==> src/design/prs_pkg.sv <==
package prs_pkg;

  // ****************************************************
  // Register offsets (byte addresses)
  // ****************************************************
  localparam logic [7:0] OFF_CTRL = 8'h00;
  localparam logic [7:0] OFF_ORIENT = 8'h04;
  localparam logic [7:0] OFF_X_START = 8'h08;
  localparam logic [7:0] OFF_X_END = 8'h0C;
  localparam logic [7:0] OFF_Y_START = 8'h10;
  localparam logic [7:0] OFF_Y_END = 8'h14;
  localparam logic [7:0] OFF_STEP = 8'h18;
  localparam logic [7:0] OFF_EXPO = 8'h1C;
  localparam logic [7:0] OFF_PED = 8'h20;
  localparam logic [7:0] OFF_BAYER = 8'h24;
  localparam logic [7:0] OFF_STATUS = 8'h28;
  localparam logic [7:0] OFF_LINE_LEN = 8'h2C;

  // ****************************************************
  // Field positions
  // ****************************************************
  localparam int CTRL_RUN = 0;
  localparam int CTRL_GLOBAL = 1;
  localparam int CTRL_TRIG = 2;
  localparam int CTRL_LOCK = 3;
  localparam int CTRL_EMB = 8;
  localparam int ORIENT_COL_REV = 14;
  localparam int ORIENT_ROW_REV = 15;
  localparam int STEP_X_LSB = 0;
  localparam int STEP_Y_LSB = 4;
  localparam int STEP_ACOL = 8;
  localparam int STEP_DCOL = 9;
  localparam int STEP_AROW = 10;

  // ****************************************************
  // Reset values and counts
  // ****************************************************
  localparam logic [11:0] PED_RST = 12'h0A8;
  localparam logic [11:0] PIX_MAX = 12'hFFF;
  localparam logic [11:0] X_START_RST = 12'h006;
  localparam logic [11:0] X_END_RST = 12'h905;
  localparam logic [11:0] Y_START_RST = 12'h006;
  localparam logic [11:0] Y_END_RST = 12'h60D;
  localparam logic [3:0] INC_RST = 4'h1;
  localparam logic [15:0] EXPO_RST = 16'h0010;
  localparam logic [15:0] LINE_LEN_RST = 16'h04B4;
  localparam logic [15:0] COL_START_CYC = 16'h0004;
  localparam logic [11:0] EMB_ROWS = 12'h002;
  localparam logic [16:0] DIV3_MUL = 17'h0AAAB;
  localparam int DIV3_SHIFT = 17;

  // ****************************************************
  // Types
  // ****************************************************
  typedef enum logic [4:0] {
    ST_IDLE = 5'b00001,
    ST_RUN = 5'b00010,
    ST_GR_RESET = 5'b00100,
    ST_GR_EXPOSE = 5'b01000,
    ST_GR_READ = 5'b10000
  } prs_state_e;

  typedef enum logic [1:0] {
    KIND_IMAGE = 2'h0,
    KIND_EMBED = 2'h1,
    KIND_BLANK = 2'h2
  } prs_kind_e;

  typedef struct packed {
    logic run;
    logic global_mode;
    logic lock;
    logic emb_en;
    logic col_rev;
    logic row_rev;
    logic [11:0] x_start;
    logic [11:0] x_end;
    logic [11:0] y_start;
    logic [11:0] y_end;
    logic [3:0] x_inc;
    logic [3:0] y_inc;
    logic analog_col_combine_en;
    logic digital_col_combine_en;
    logic analog_row_combine_en;
    logic [15:0] expo;
    logic [11:0] ped;
    logic [15:0] line_len;
  } prs_cfg_s;

  typedef struct packed {
    logic row_read;
    logic [11:0] row_read_addr;
    logic row_reset;
    logic [11:0] row_reset_addr;
    logic col_read;
    logic [11:0] col_addr;
    logic global_reset;
    logic shutter_open;
    logic analog_col_combine_en;
    logic analog_row_combine_en;
  } prs_arr_s;

  typedef struct packed {
    logic valid;
    prs_kind_e kind;
    logic [11:0] data;
  } prs_pix_s;

  // ****************************************************
  // Shared arithmetic
  // ****************************************************
  // Outputs per line/frame: window span over the subsampling factor
  function automatic logic [11:0] prs_out_count(input logic [11:0] lo,
      input logic [11:0] hi, input logic [3:0] inc);
    logic [12:0] span;
    logic [29:0] prod;
    span = {1'b0, hi} - {1'b0, lo} + 13'h0001;
    prod = 30'(span) * 30'(DIV3_MUL);
    unique case (inc)
      4'h3: prs_out_count = span[12:1];
      4'h5: prs_out_count = 12'(prod >> DIV3_SHIFT);
      default: prs_out_count = span[11:0];
    endcase
  endfunction : prs_out_count

  // Address of output index idx; pairs advance by one plus the code
  function automatic logic [11:0] prs_line_addr(input logic [11:0] lo,
      input logic [11:0] hi, input logic [3:0] inc, input logic [11:0] idx,
      input logic rev, input logic [11:0] rev_off);
    logic [15:0] ofs;
    ofs = 16'(idx[11:1]) * (16'(inc) + 16'h0001) + 16'(idx[0]);
    if (rev) begin
      prs_line_addr = hi + rev_off - ofs[11:0];
    end else begin
      prs_line_addr = lo + ofs[11:0];
    end
  endfunction : prs_line_addr

endpackage : prs_pkg

==> src/design/prs_binner.sv <==
`timescale 1ns/10ps
// Digital horizontal combining: averages 1, 2 or 3 same-colour samples
module prs_binner import prs_pkg::*; (
  // Clock and reset
  input wire logic pclk,
  input wire logic presetn,
  // Sample input
  input wire logic in_valid,
  input wire logic in_first,
  input wire logic in_last,
  input wire prs_kind_e in_kind,
  input wire logic [11:0] in_data,
  // Combined output
  output prs_pix_s out_pix
);

  typedef struct packed {
    logic [13:0] acc;
    logic [1:0] cnt;
    prs_pix_s pix;
  } prs_bin_s;

  prs_bin_s q;
  prs_bin_s d;
  logic [13:0] sum;
  logic [1:0] num;
  logic [30:0] prod;

  always_comb begin
    d = q;
    d.pix.valid = 1'b0;
    sum = (in_first ? 14'h0000 : q.acc) + 14'(in_data);
    num = in_first ? 2'h1 : 2'(q.cnt + 2'h1);
    prod = 31'(sum) * 31'(DIV3_MUL);
    if (in_valid) begin
      d.acc = sum;
      d.cnt = num;
      if (in_last) begin
        d.pix.valid = 1'b1;
        d.pix.kind = in_kind;
        unique case (num)
          2'h2: d.pix.data = sum[12:1];
          2'h3: d.pix.data = 12'(prod >> DIV3_SHIFT);
          default: d.pix.data = sum[11:0];
        endcase
      end
    end
  end

  always_ff @(posedge pclk or negedge presetn) begin
    if (!presetn) begin
      q <= '0;
    end else begin
      q <= d;
    end
  end

  assign out_pix = q.pix;

endmodule : prs_binner

==> src/design/prs_pedestal.sv <==
`timescale 1ns/10ps
// Final datapath stage: adds the pedestal, clipping at full scale
module prs_pedestal import prs_pkg::*; (
  // Clock and reset
  input wire logic pclk,
  input wire logic presetn,
  // Stream in and offset
  input wire prs_pix_s in_pix,
  input wire logic [11:0] ped,
  // Stream out
  output prs_pix_s out_pix
);

  prs_pix_s q;
  prs_pix_s d;
  logic [12:0] sum;

  always_comb begin
    d = in_pix;
    sum = {1'b0, in_pix.data} + {1'b0, ped};
    d.data = sum[12] ? PIX_MAX : sum[11:0];
  end

  always_ff @(posedge pclk or negedge presetn) begin
    if (!presetn) begin
      q <= '0;
    end else begin
      q <= d;
    end
  end

  assign out_pix = q;

endmodule : prs_pedestal

==> src/design/prs_readout_seq.sv <==
`timescale 1ns/10ps
// Function
// - Add 12-bit pedestal last, reset 168
// - Pedestal writable only when lock is 0
// - Rolling shutter: equal reset-to-read per row
// - Exposure change applies whole frames only
// - Global reset: one frame, shutter ends exposure
// - Column reverse reads from end+1 to start+1
// - Column reverse flips reported Bayer order
// - Row reverse reads from end to start
// - Row reverse flips reported Bayer order
// - Horizontal binning of 2 or 3 pixels
// - Vertical binning: code 3 plus row combine
// - Skip 2x/3x; row skip shortens frame
// - Addresses step by two, Gr-R first
// - Advance one plus code after each pair
// - Code 1 reads consecutive pairs
// - Column code selects skip or binning
// - Modes use 2x2 or 3x3 subsampling
// - Two embedded rows, else two blank rows
module prs_readout_seq import prs_pkg::*; (
  // APB register port
  input wire logic pclk,
  input wire logic presetn,
  input wire logic psel,
  input wire logic penable,
  input wire logic pwrite,
  input wire logic [7:0] paddr,
  input wire logic [31:0] pwdata,
  output logic [31:0] prdata,
  output logic pready,
  output logic pslverr,
  // Pixel array side
  output prs_arr_s arr_cmd,
  input wire logic [11:0] arr_pix,
  // External mechanical shutter
  input wire logic shutter_closed,
  // Pixel stream to host
  output prs_pix_s pix_out,
  output logic line_start,
  output logic frame_start
);

  // ****************************************************
  // State
  // ****************************************************
  typedef struct packed {
    prs_state_e state;
    prs_cfg_s cfg;
    prs_cfg_s sh;
    logic trig;
    logic [11:0] slot;
    logic [15:0] cyc;
    logic [11:0] col;
    logic [1:0] sub;
    logic [11:0] nrows;
    logic [11:0] ncols;
    logic [15:0] e_cur;
    logic [15:0] e_next;
    logic [15:0] fcnt;
    logic [31:0] prdata;
    prs_arr_s arr;
    logic sync1;
    logic sync2;
    logic pd_vld;
    logic pd_first;
    logic pd_last;
    prs_kind_e pd_kind;
    logic line_start;
    logic frame_start;
  } prs_seq_s;

  prs_seq_s q;
  prs_seq_s d;

  logic wr_en;
  logic addr_ok;
  logic new_frame;
  logic [11:0] g_nrows;
  logic [15:0] g_slots;
  logic [15:0] g_expo;
  logic [15:0] slots;
  logic [17:0] k_cur;
  logic [17:0] k_nxt;
  logic [1:0] fac;
  logic [11:0] bin_data;
  prs_pix_s bin_pix;
  prs_kind_e slot_kind;

  // ****************************************************
  // Register access
  // ****************************************************
  function automatic logic [31:0] rd_word(input logic [7:0] a,
      input prs_seq_s s);
    logic [31:0] w;
    w = '0;
    unique case (a)
      OFF_CTRL: begin
        w[CTRL_RUN] = s.cfg.run;
        w[CTRL_GLOBAL] = s.cfg.global_mode;
        w[CTRL_TRIG] = s.trig;
        w[CTRL_LOCK] = s.cfg.lock;
        w[CTRL_EMB] = s.cfg.emb_en;
      end
      OFF_ORIENT: begin
        w[ORIENT_COL_REV] = s.cfg.col_rev;
        w[ORIENT_ROW_REV] = s.cfg.row_rev;
      end
      OFF_X_START: w[11:0] = s.cfg.x_start;
      OFF_X_END: w[11:0] = s.cfg.x_end;
      OFF_Y_START: w[11:0] = s.cfg.y_start;
      OFF_Y_END: w[11:0] = s.cfg.y_end;
      OFF_STEP: begin
        w[STEP_X_LSB +: 4] = s.cfg.x_inc;
        w[STEP_Y_LSB +: 4] = s.cfg.y_inc;
        w[STEP_ACOL] = s.cfg.analog_col_combine_en;
        w[STEP_DCOL] = s.cfg.digital_col_combine_en;
        w[STEP_AROW] = s.cfg.analog_row_combine_en;
      end
      OFF_EXPO: w[15:0] = s.cfg.expo;
      OFF_PED: w[11:0] = s.cfg.ped;
      // Order of the frame on the output, not of the pending settings
      OFF_BAYER: w[1:0] = {s.sh.row_rev, s.sh.col_rev};
      OFF_STATUS: w = {s.fcnt, 11'h000, s.state};
      OFF_LINE_LEN: w[15:0] = s.cfg.line_len;
      default: w = '0;
    endcase
    return w;
  endfunction : rd_word

  always_comb begin
    unique case (paddr)
      OFF_CTRL, OFF_ORIENT, OFF_X_START, OFF_X_END, OFF_Y_START,
      OFF_Y_END, OFF_STEP, OFF_EXPO, OFF_PED, OFF_BAYER, OFF_STATUS,
      OFF_LINE_LEN: addr_ok = 1'b1;
      default: addr_ok = 1'b0;
    endcase
  end

  assign wr_en = psel && penable && pwrite && addr_ok;

  // ****************************************************
  // Geometry of the frame about to start
  // ****************************************************
  assign g_nrows = prs_out_count(q.cfg.y_start, q.cfg.y_end,
      q.cfg.y_inc);
  assign g_slots = 16'(g_nrows) + 16'(EMB_ROWS);
  assign slots = 16'(q.nrows) + 16'(EMB_ROWS);
  // A frame cannot hold more exposure than it has rows
  assign g_expo = (q.cfg.expo == 16'h0000) ? 16'h0001 :
      ((q.cfg.expo > g_slots) ? g_slots : q.cfg.expo);
  assign k_cur = 18'(q.slot) + 18'(q.e_cur) - 18'(EMB_ROWS);
  assign k_nxt = 18'(q.slot) + 18'(q.e_next) - 18'(EMB_ROWS) - 18'(slots);
  assign fac = q.sh.digital_col_combine_en ?
      2'((q.sh.x_inc + 4'h1) >> 1) : 2'h1;
  assign slot_kind = (q.slot >= EMB_ROWS) ? KIND_IMAGE :
      (q.sh.emb_en ? KIND_EMBED : KIND_BLANK);

  // ****************************************************
  // Sequencer
  // ****************************************************
  always_comb begin
    d = q;
    new_frame = 1'b0;
    d.arr.row_read = 1'b0;
    d.arr.row_reset = 1'b0;
    d.arr.col_read = 1'b0;
    d.pd_vld = 1'b0;
    d.line_start = 1'b0;
    d.frame_start = 1'b0;
    d.sync1 = shutter_closed;
    d.sync2 = q.sync1;
    d.arr.analog_col_combine_en = q.sh.analog_col_combine_en;
    d.arr.analog_row_combine_en = q.sh.analog_row_combine_en &&
        (q.sh.y_inc == 4'h3);

    unique case (q.state)
      ST_IDLE: begin
        if (q.cfg.global_mode && q.trig) begin
          d.trig = 1'b0;
          d.sh = q.cfg;
          d.cyc = '0;
          d.state = ST_GR_RESET;
        end else if (q.cfg.run && !q.cfg.global_mode) begin
          new_frame = 1'b1;
          d.state = ST_RUN;
        end
      end
      ST_GR_RESET: begin
        d.arr.global_reset = 1'b1;
        d.cyc = q.cyc + 16'h0001;
        if (q.cyc >= q.sh.line_len - 16'h0001) begin
          d.arr.global_reset = 1'b0;
          d.arr.shutter_open = 1'b1;
          d.state = ST_GR_EXPOSE;
        end
      end
      ST_GR_EXPOSE: begin
        // Exposure ends when the shutter reports closed, not on a count
        if (q.sync2) begin
          d.arr.shutter_open = 1'b0;
          new_frame = 1'b1;
          d.state = ST_GR_READ;
        end
      end
      ST_RUN, ST_GR_READ: begin
        d.cyc = q.cyc + 16'h0001;
        if (q.cyc == 16'h0000) begin
          d.line_start = 1'b1;
          if (q.slot >= EMB_ROWS) begin
            d.arr.row_read = 1'b1;
            d.arr.row_read_addr = prs_line_addr(q.sh.y_start, q.sh.y_end,
                q.sh.y_inc, q.slot - EMB_ROWS, q.sh.row_rev,
                12'h000);
          end
        end
        // In ST_RUN each row is reset a fixed number of slots before its read; ST_GR_READ issues no row resets
        if (q.state == ST_RUN && q.cyc == 16'h0001 &&
            !k_cur[17] && k_cur < 18'(q.nrows)) begin
          d.arr.row_reset = 1'b1;
          d.arr.row_reset_addr = prs_line_addr(q.sh.y_start, q.sh.y_end,
              q.sh.y_inc, k_cur[11:0], q.sh.row_rev, 12'h000);
        end
        // Rows of the next frame use the exposure latched for that frame
        if (q.state == ST_RUN && q.cyc == 16'h0002 &&
            !k_nxt[17] && k_nxt < 18'(q.nrows)) begin
          d.arr.row_reset = 1'b1;
          d.arr.row_reset_addr = prs_line_addr(q.sh.y_start, q.sh.y_end,
              q.sh.y_inc, k_nxt[11:0], q.sh.row_rev, 12'h000);
        end
        // Columns start at COL_START_CYC for any code and the line ends at line_len, so the row period holds
        if (q.cyc >= COL_START_CYC && q.col < q.ncols) begin
          d.arr.col_read = (slot_kind == KIND_IMAGE);
          d.arr.col_addr = prs_line_addr(q.sh.x_start, q.sh.x_end,
              q.sh.x_inc, q.col, q.sh.col_rev, 12'h001) +
              {9'h000, q.sub, 1'b0};
          d.pd_vld = 1'b1;
          d.pd_first = (q.sub == 2'h0);
          d.pd_last = (q.sub == fac - 2'h1);
          d.pd_kind = slot_kind;
          if (q.sub == fac - 2'h1) begin
            d.sub = 2'h0;
            d.col = q.col + 12'h001;
          end else begin
            d.sub = q.sub + 2'h1;
          end
        end
        if (q.cyc >= q.sh.line_len - 16'h0001) begin
          d.cyc = '0;
          d.col = '0;
          d.sub = '0;
          if (16'(q.slot) >= slots - 16'h0001) begin
            if (q.state == ST_RUN && q.cfg.run && !q.cfg.global_mode) begin
              new_frame = 1'b1;
            end else begin
              d.state = ST_IDLE;
            end
          end else begin
            d.slot = q.slot + 12'h001;
          end
        end
      end
      default: d.state = ST_IDLE;
    endcase

    // Settings only change on a frame boundary
    if (new_frame) begin
      d.sh = q.cfg;
      d.nrows = g_nrows;
      d.ncols = prs_out_count(q.cfg.x_start, q.cfg.x_end, q.cfg.x_inc);
      d.e_cur = (q.state == ST_RUN) ? q.e_next : g_expo;
      d.e_next = g_expo;
      d.slot = '0;
      d.cyc = '0;
      d.col = '0;
      d.sub = '0;
      d.fcnt = q.fcnt + 16'h0001;
      d.frame_start = 1'b1;
    end

    // APB after the sequencer so that a write of the trigger wins
    if (psel && !penable) begin
      d.prdata = rd_word(paddr, q);
    end
    if (wr_en) begin
      unique case (paddr)
        OFF_CTRL: begin
          d.cfg.run = pwdata[CTRL_RUN];
          d.cfg.global_mode = pwdata[CTRL_GLOBAL];
          d.cfg.lock = pwdata[CTRL_LOCK];
          d.cfg.emb_en = pwdata[CTRL_EMB];
          d.trig = d.trig || pwdata[CTRL_TRIG];
        end
        OFF_ORIENT: begin
          d.cfg.col_rev = pwdata[ORIENT_COL_REV];
          d.cfg.row_rev = pwdata[ORIENT_ROW_REV];
        end
        OFF_X_START: d.cfg.x_start = pwdata[11:0];
        OFF_X_END: d.cfg.x_end = pwdata[11:0];
        OFF_Y_START: d.cfg.y_start = pwdata[11:0];
        OFF_Y_END: d.cfg.y_end = pwdata[11:0];
        OFF_STEP: begin
          d.cfg.x_inc = pwdata[STEP_X_LSB +: 4];
          d.cfg.y_inc = pwdata[STEP_Y_LSB +: 4];
          d.cfg.analog_col_combine_en = pwdata[STEP_ACOL];
          d.cfg.digital_col_combine_en = pwdata[STEP_DCOL];
          d.cfg.analog_row_combine_en = pwdata[STEP_AROW];
        end
        OFF_EXPO: d.cfg.expo = pwdata[15:0];
        OFF_PED: begin
          if (!q.cfg.lock) begin
            d.cfg.ped = pwdata[11:0];
          end
        end
        OFF_LINE_LEN: d.cfg.line_len = pwdata[15:0];
        default: d.cfg = q.cfg;
      endcase
    end
  end

  always_ff @(posedge pclk or negedge presetn) begin
    if (!presetn) begin
      q <= '0;
      q.state <= ST_IDLE;
      q.cfg.lock <= 1'b1;
      q.cfg.emb_en <= 1'b1;
      q.cfg.ped <= PED_RST;
      q.cfg.x_start <= X_START_RST;
      q.cfg.x_end <= X_END_RST;
      q.cfg.y_start <= Y_START_RST;
      q.cfg.y_end <= Y_END_RST;
      q.cfg.x_inc <= INC_RST;
      q.cfg.y_inc <= INC_RST;
      q.cfg.expo <= EXPO_RST;
      q.cfg.line_len <= LINE_LEN_RST;
    end else begin
      q <= d;
    end
  end

  // ****************************************************
  // Pixel datapath
  // ****************************************************
  // Array data stands in the cycle of the column strobe
  assign bin_data = (q.pd_kind == KIND_IMAGE) ? arr_pix :
      ((q.pd_kind == KIND_EMBED) ? q.fcnt[11:0] : 12'h000);

  prs_binner u_binner (.pclk(pclk), .presetn(presetn), .in_valid(q.pd_vld),
    .in_first(q.pd_first), .in_last(q.pd_last), .in_kind(q.pd_kind),
    .in_data(bin_data), .out_pix(bin_pix));

  prs_pedestal u_pedestal (.pclk(pclk), .presetn(presetn), .in_pix(bin_pix),
    .ped((bin_pix.kind == KIND_IMAGE) ? q.sh.ped : 12'h000),
    .out_pix(pix_out));

  assign arr_cmd = q.arr;
  assign prdata = q.prdata;
  assign pready = psel && penable;
  assign pslverr = psel && penable && !addr_ok;
  assign line_start = q.line_start;
  assign frame_start = q.frame_start;

endmodule : prs_readout_seq

==> config.mk <==
export PLATFORM = sky130hd
export DESIGN_NAME = prs_readout_seq
export DESIGN_NICKNAME = d
export VERILOG_FILES = /design/src/design/prs_pkg.sv /design/src/design/prs_binner.sv /design/src/design/prs_pedestal.sv /design/src/design/prs_readout_seq.sv
export SDC_FILE = /design/constraint.sdc
export NUM_CORES = 2
export LEC_CHECK = 0
export BUFFER_PORTS_ARGS = -buffer_cell sky130_fd_sc_hd__buf_2
export CAP_MARGIN = 20
export CORE_ASPECT_RATIO = 1.75
export CORE_MARGIN = 2
export CORE_UTILIZATION = 65
export DETAILED_ROUTE_END_ITERATION = 16
export HOLD_SLACK_MARGIN = 0.05
export PLACE_DENSITY = 0.83
export SLEW_MARGIN = 20
export SYNTH_ARGS = -nofsm -noshare
export SYNTH_HDL_FRONTEND = slang
export SYNTH_HIERARCHICAL = 1
export SYNTH_SLANG_ARGS = --single-unit
==> constraint.sdc <==
create_clock -name pclk -period 10.9 [get_ports pclk]
set_clock_uncertainty 0.1 [all_clocks]
set_input_delay 1.635 -clock pclk [delete_from_list [all_inputs] [get_ports pclk]]
set_output_delay 1.635 -clock pclk [all_outputs]
set_load 0.02 [all_outputs]
======== Word level (Yosys, flattened, before mapping) ========
Cells that the tools add are included.
cells by class
  order comparisons ....................... 8
  bitwise gates (word level) .............. 1
  muxes and demuxes ....................... 76
  reduce and logical (&&, ||, !) cells .... 62
  equality and inequality tests ........... 35
  multipliers ............................. 7
  add/subtract/negate cells ............... 40
operators by type and width
  cell                                                                   count
  107-bit two-way mux                                                    2
  12-bit two-way mux                                                     13
  114-bit two-way mux                                                    1
  106-bit two-way mux                                                    1
  16-bit two-way mux                                                     5
  12-bit case mux with 2 select lines                                    3
  13-bit two-way mux                                                     5
  13-bit by 16-bit multiplier with 29-bit output, second input constant  2
  12-bit by 1-bit adder with 12-bit output                               4
  12-bit adder                                                           4
  11-bit by 5-bit multiplier with 12-bit output                          4
  16-bit case mux with 3 select lines                                    1
  12-bit subtractor                                                      4
  14-bit two-way mux                                                     3
  42-bit two-way mux                                                     1
  5-bit two-way mux                                                      8
  39-bit two-way mux                                                     1
  12-bit by 1-bit adder with 12-bit output, second input constant        3
  18-bit by 12-bit less-than comparator with 1-bit output                2
  4-bit case mux with 9 select lines                                     1
  17-bit by 2-bit subtractor with 18-bit output, second input constant   2
  12-bit by 16-bit adder with 17-bit output                              2
  16-bit by 1-bit adder with 16-bit output, second input constant        2
  8-bit by 5-bit equality test with 1-bit output, second input constant  4
  67 further kinds                                                       151
storage, ports and cells
  input bits .............................. 58
  flip-flop bits (word level) ............. 449

======== Logic depth before layout (Yosys ltp) ========
  word-level depth ........................ 10
  depth in mapped cells ................... 46
  gate-level depth less buffers ........... 44

======== Hierarchy ========
Netlist, hierarchy kept.
modules (own cells, without submodules)
  module           cells an instance  instances  area an instance (um^2)
  prs_readout_seq  4307               1          39615.5
  prs_binner       556                1          5321.4
  prs_pedestal     94                 1          963.4

======== Worst setup path after synthesis ========
Ideal clock, no wire load.
  path type ............................... register to register
  start point ............................. reg q[364] (netlist name)
  end point ............................... reg q[117] (netlist name)
  cell stages (with the launch flop) ...... 42
  setup slack ............................. 1.356 ns
  data arrival time ....................... 9.362 ns
  data required time ...................... 10.718 ns
  path buffers ............................ 2
  library setup time ...................... 0.082 ns
  path through ............................ dfrtp_1 inv_1 ha_1 inv_1 ha_1 fa_1 a21o_1 a41oi_1 nand3_1 a31o_1 a21oi_1 xor2_1 inv_2 ha_1 fa_1 inv_1 fa_1 fa_1 (+6 left out) a211oi_1 o31ai_1 nor3b_2 nor4_1 and3b_4 or3b_2 ha_1 and3_1 nand3_1 nor3_1 o21ai_0 a21oi_1 buf_6 buf_6 nand2_1 a21oi_1 nand2_1 a31oi_1
between the ends
  word-level cells in the longest chain between the ends .. 9
RTL lines
  what                                                line                    RTL
  from (decl)                                         prs_readout_seq.sv:73   prs_seq_s q;
  12-bit by 12-bit subtractor with 13-bit output (*)  prs_pkg.sv:117          span = {1'b0, hi} - {1'b0, lo} + 13'h0001;
  13-bit by 1-bit adder with 13-bit output (*)        prs_pkg.sv:117
  13-bit by 16-bit multiplier with 29-bit output      prs_pkg.sv:118          prod = 30'(span) * 30'(DIV3_MUL);
  12-bit case mux with 2 select lines (*)             prs_pkg.sv:119          unique case (inc)
  12-bit by 2-bit adder with 13-bit output (*)        prs_readout_seq.sv:147  assign g_slots = 16'(g_nrows) + 16'(EMB_ROWS);
  16-bit by 13-bit > comparator with 1-bit output     prs_readout_seq.sv:151  ((q.cfg.expo > g_slots) ? g_slots : q.cfg.expo);
  16-bit two-way mux (*)                              prs_readout_seq.sv:151
  16-bit two-way mux (*)                              prs_readout_seq.sv:150  assign g_expo = (q.cfg.expo == 16'h0000) ? 16'h0001 :
  16-bit two-way mux (*)                              prs_readout_seq.sv:271  d.e_cur = (q.state == ST_RUN) ? q.e_next : g_expo;
Every way passes the cells marked *; elsewhere a longest branch is shown, timed or not.
A chain may end at the register's enable or synchronous reset.

======== Final worst setup path ========
  start point ............................. reg q[364] (netlist name)
  end point ............................... reg q[121] (netlist name)
between the ends
  word-level cells in the longest chain between the ends .. 9
RTL lines
  what                                                line                    RTL
  12-bit by 12-bit subtractor with 13-bit output (*)  prs_pkg.sv:117
  13-bit by 1-bit adder with 13-bit output (*)        prs_pkg.sv:117
  13-bit by 16-bit multiplier with 29-bit output      prs_pkg.sv:118
  12-bit case mux with 2 select lines (*)             prs_pkg.sv:119
  named net g_nrows[2]                                prs_readout_seq.sv:79   logic [11:0] g_nrows;
  12-bit by 2-bit adder with 13-bit output (*)        prs_readout_seq.sv:147
  16-bit by 13-bit > comparator with 1-bit output     prs_readout_seq.sv:151
  16-bit two-way mux (*)                              prs_readout_seq.sv:151
  16-bit two-way mux (*)                              prs_readout_seq.sv:150
  16-bit two-way mux (*)                              prs_readout_seq.sv:271
Mark *: on every way through the listed nets, which the timed path passes. The rest lies on a longest branch.

==> impl_metrics.yaml <==
outcome:
  status: "finished, final reports clean"
die:
  fp.dieW_um: 205
  core_region_area_um2: 69800
  die_h_um: 356
  die_area_um2: 72800
  start_util: 0.657
  ios: 152
  rows: 128
synth:
  yosysWarnings: 6
  synth-edff-count: 0
  synth_area_um2: 45900
  yosysSeqAreaShare: 0.246
  synthDistinctLibCells: 108
  syn-num-nets: 5918
  synth-main-ff-cell: "dfrtp_1"
  syn_area_per_cell_um2: 9.26
  synth-async-reset-ratio: 1.00
  syn_inst: 4957
  ys_ff_latch: 449
hold_path:
  hold_class: "flop to flop"
routing:
  wire_per_inst_um: 21.8
  drc: 0
  via_count: 36900
  firstDrtPassIters: 7
  detail-route-antenna-nets: 0
  drtIter0Drc: 2308
  viasPerCell: 6.23
  routed_wl_um: 129000
place:
  io_buffers: 135
  hpwlAfterDp_um: 104000
  gp_congestion: 1.02
final_layout:
  nNetsFinal: 5928
  filler_cell_count: 5306
  drive_gt1_frac: 0.115
  utilization: 0.694
  area_growth_syn_to_layout_pct: 5.63
power_and_ir_drop:
  power_mw: 5.02
  power_density_nw_per_um2: 103
  p_leak_nw: 25.3
  peakVddDrop_v: 0.000108
timing:
  whs_ns: 0.250
  rsz0062_at_grt: "false"
  period_minus_slack_ns: 10.40
  min_period_over_period: 0.955
  hold_viol_final: 0
  drv_slew: 0
  finalSetupTns_ns: 0
  max-slew-margin-rel: 0.221
  setup_viol: 0
  worst_pin_slew_ns: 1.16
  max_freq_mhz: 96.1
setup_path:
  timing.critical_path.slowest_stage_cell: "fa_1"
  cp.arrival_ns: 10.81
  startpoint_type: "flop"
  crit_type: "flop to flop"
  crit_fanout: 23
  critical_path.endpoint_type: "flop"
  critPathRequiredTime_ns: 11.30
  crit_path_max_incr_delay_ns: 0.49
clock_network:
  cts_setup_buffers: 0
  ctsHtreeMaxLevel: 2
  clock_latency_ns: 0.60
  clkTransAtPathRegs_ns: 0.07
  ctsRootBufferMaster: "clkbuf_16"
  cts_buffers: 42
  clkSinkCount: 449
  clockBufferDepth: 3
  cts_tree: "built"
grt:
  grt_use_total: 0.360
  grt_start_max_net_pins: 147
  overflow: 0
  grt_pass1_vias: 38800
  grt_antenna_before_repair: 10
  grt_pass1_wl_um: 203000
run:
  maxCapViolCount: 0
[placed cells by master (no fill, tap or decap), drive strengths merged, types with 11 or more instances in the layout]
cell,synthesis,final
dfrtp,422,422
clkbuf,91,54
or2,14,14
a22oi,31,31
or3,28,28
a21oi,272,272
nand3b,11,11
o211ai,25,25
nor4,24,24
a211oi,29,29
fa,272,272
a222oi,12,12
mux2i,52,52
nand2b,54,54
nor3,84,84
o21bai,36,36
a22o,15,15
nor2b,75,75
buf,131,188
a21o,73,73
nand2,359,359
o21ai,206,206
clkinv,1,12
a221oi,31,31
a31oi,41,41
nor2,312,312
xor2,103,103
o21a,21,21
dfstp,27,27
and3,43,43
nand3,103,103
ha,631,631
xnor2,212,212
nand4,29,29
and2,70,70
mux2,194,194
inv,664,668
[power by group]
group	leakage [nW]	total, mW	internal, mW	switching [mW]
registers	5.96	1.71	1.68	0.0219
clock network	0.684	1.56	0.844	0.715
logic	18.7	1.75	0.706	1.04
[synthesized netlist by cell type, drive strengths merged (9+ instances only)]
| cell | instances | share of area |
|---|---|---|
| o21ai | 206 | 0.023 |
| a211oi | 29 | 0.0056 |
| a31oi | 41 | 0.0059 |
| ha | 631 | 0.17 |
| nor2 | 312 | 0.026 |
| a22o | 15 | 0.0029 |
| xnor2 | 212 | 0.040 |
| a21o | 73 | 0.012 |
| a22oi | 31 | 0.0051 |
| mux2 | 194 | 0.048 |
| inv | 664 | 0.054 |
| o2111ai | 9 | 0.0019 |
| a41oi | 9 | 0.0017 |
| nand3 | 103 | 0.011 |
| nor4 | 24 | 0.0034 |
| dfstp | 27 | 0.015 |
| nand2 | 359 | 0.029 |
| fa | 272 | 0.12 |
| o31ai | 9 | 0.0015 |
| or2 | 14 | 0.0019 |
| and2 | 70 | 0.0095 |
| a221oi | 31 | 0.0062 |
| nor3 | 84 | 0.0098 |
| a221o | 9 | 0.0020 |
| clkbuf | 91 | 0.0074 |
| o21a | 21 | 0.0034 |
| mux2i | 52 | 0.011 |
| nor2b | 75 | 0.010 |
| a21oi | 272 | 0.030 |
| xor2 | 103 | 0.020 |
| nand4 | 29 | 0.0040 |
| and3 | 43 | 0.0060 |
| o211ai | 25 | 0.0043 |
| or3 | 28 | 0.0038 |
| o21bai | 36 | 0.0059 |
| buf | 131 | 0.020 |
| nand2b | 54 | 0.0074 |
| nand3b | 11 | 0.0018 |
| dfrtp | 422 | 0.23 |
| a222oi | 12 | 0.0026 |
[critical path, delay by kind of cell, from the launching register on]
| kind | cells | cell delay, ns |
|---|---|---|
| buf+inv | 8 | 0.62 |
| compound gates | 12 | 2.91 |
| flops | 1 | 0.37 |
| fa+ha+maj | 10 | 3.64 |
| mux | 1 | 0.37 |
| simple gates | 8 | 1.83 |
| xor+xnor | 2 | 0.45 |
[final cells by class]
| type | count | area, um^2 | share of cell area |
|---|---|---|---|
| repair buffers | 188 | 1120 | 0.0231 |
| well taps | 910 | 1140 | 0.0235 |
| clock buffers | 54 | 1170 | 0.0241 |
| flip-flops and latches | 449 | 11300 | 0.232 |
| multi-input cells | 3621 | 31000 | 0.640 |
| clock inverters | 24 | 255 | 0.00526 |
| inverters | 665 | 2500 | 0.0515 |
| diodes | 3 | 7.51 | 0.000155 |
[kinds of logic after synthesis]
family / after synthesis / synth area share
fa+ha+maj: 903 / 0.291
buf+inv: 887 / 0.0818
xor+xnor: 318 / 0.0616
simple gates: 1248 / 0.132
compound gates: 906 / 0.129
flops: 449 / 0.246
mux: 246 / 0.0589
[registers in the layout, summed over array words and instances (netlist names)]
register and count:
u_pedestal/out_pix 15, u_binner/out_pix 15, prdata 32, frame_start 1, u_binner/q 16, d 2
line_start 1, arr_cmd 43, q 324
[final timing paths]
kind	start	end	slack, ns	cells after the start
setup / recovery	q[364]	q[121]	0.50	41
hold / removal	u_binner/out_pix[14]	u_pedestal/out_pix[14]	0.25	0
setup reg to reg	q[364]	q[121]	0.50	41
hold reg to reg	u_binner/out_pix[14]	u_pedestal/out_pix[14]	0.25	0
max in group asynchronous	presetn	q[175]	7.65	3
min in group asynchronous	presetn	u_binner/q[18]	0.90	1
[stage by stage]
stage / instances / setup WS (ns) / cell area (um^2)
floorplan: 4957 / 1.36 / 45900
CTS: 5910 / 0.130 / 48400
global route: 5912 / 0.00644 / 48500
global placement: 5832 / 0.352 / 47000
detailed placement: 5832 / 0.172 / 47000
finish: 5914 / 0.496 / 48500
[layer usage]
layer,global-route usage,wire length (um),vias to the layer above
met1,0.346,40500,18000
met3,0.0637,8160,667
met5,0,49,-
met4,0.322,14300,8
met2,0.649,66000,1350
li1,-,-,16900
[what timing repair did]
item	CTS	global route
gates resized for setup	0	9
hold buffers	0	0
endpoints found under the setup margin	0	26
(Power assumes the default switching activity.)
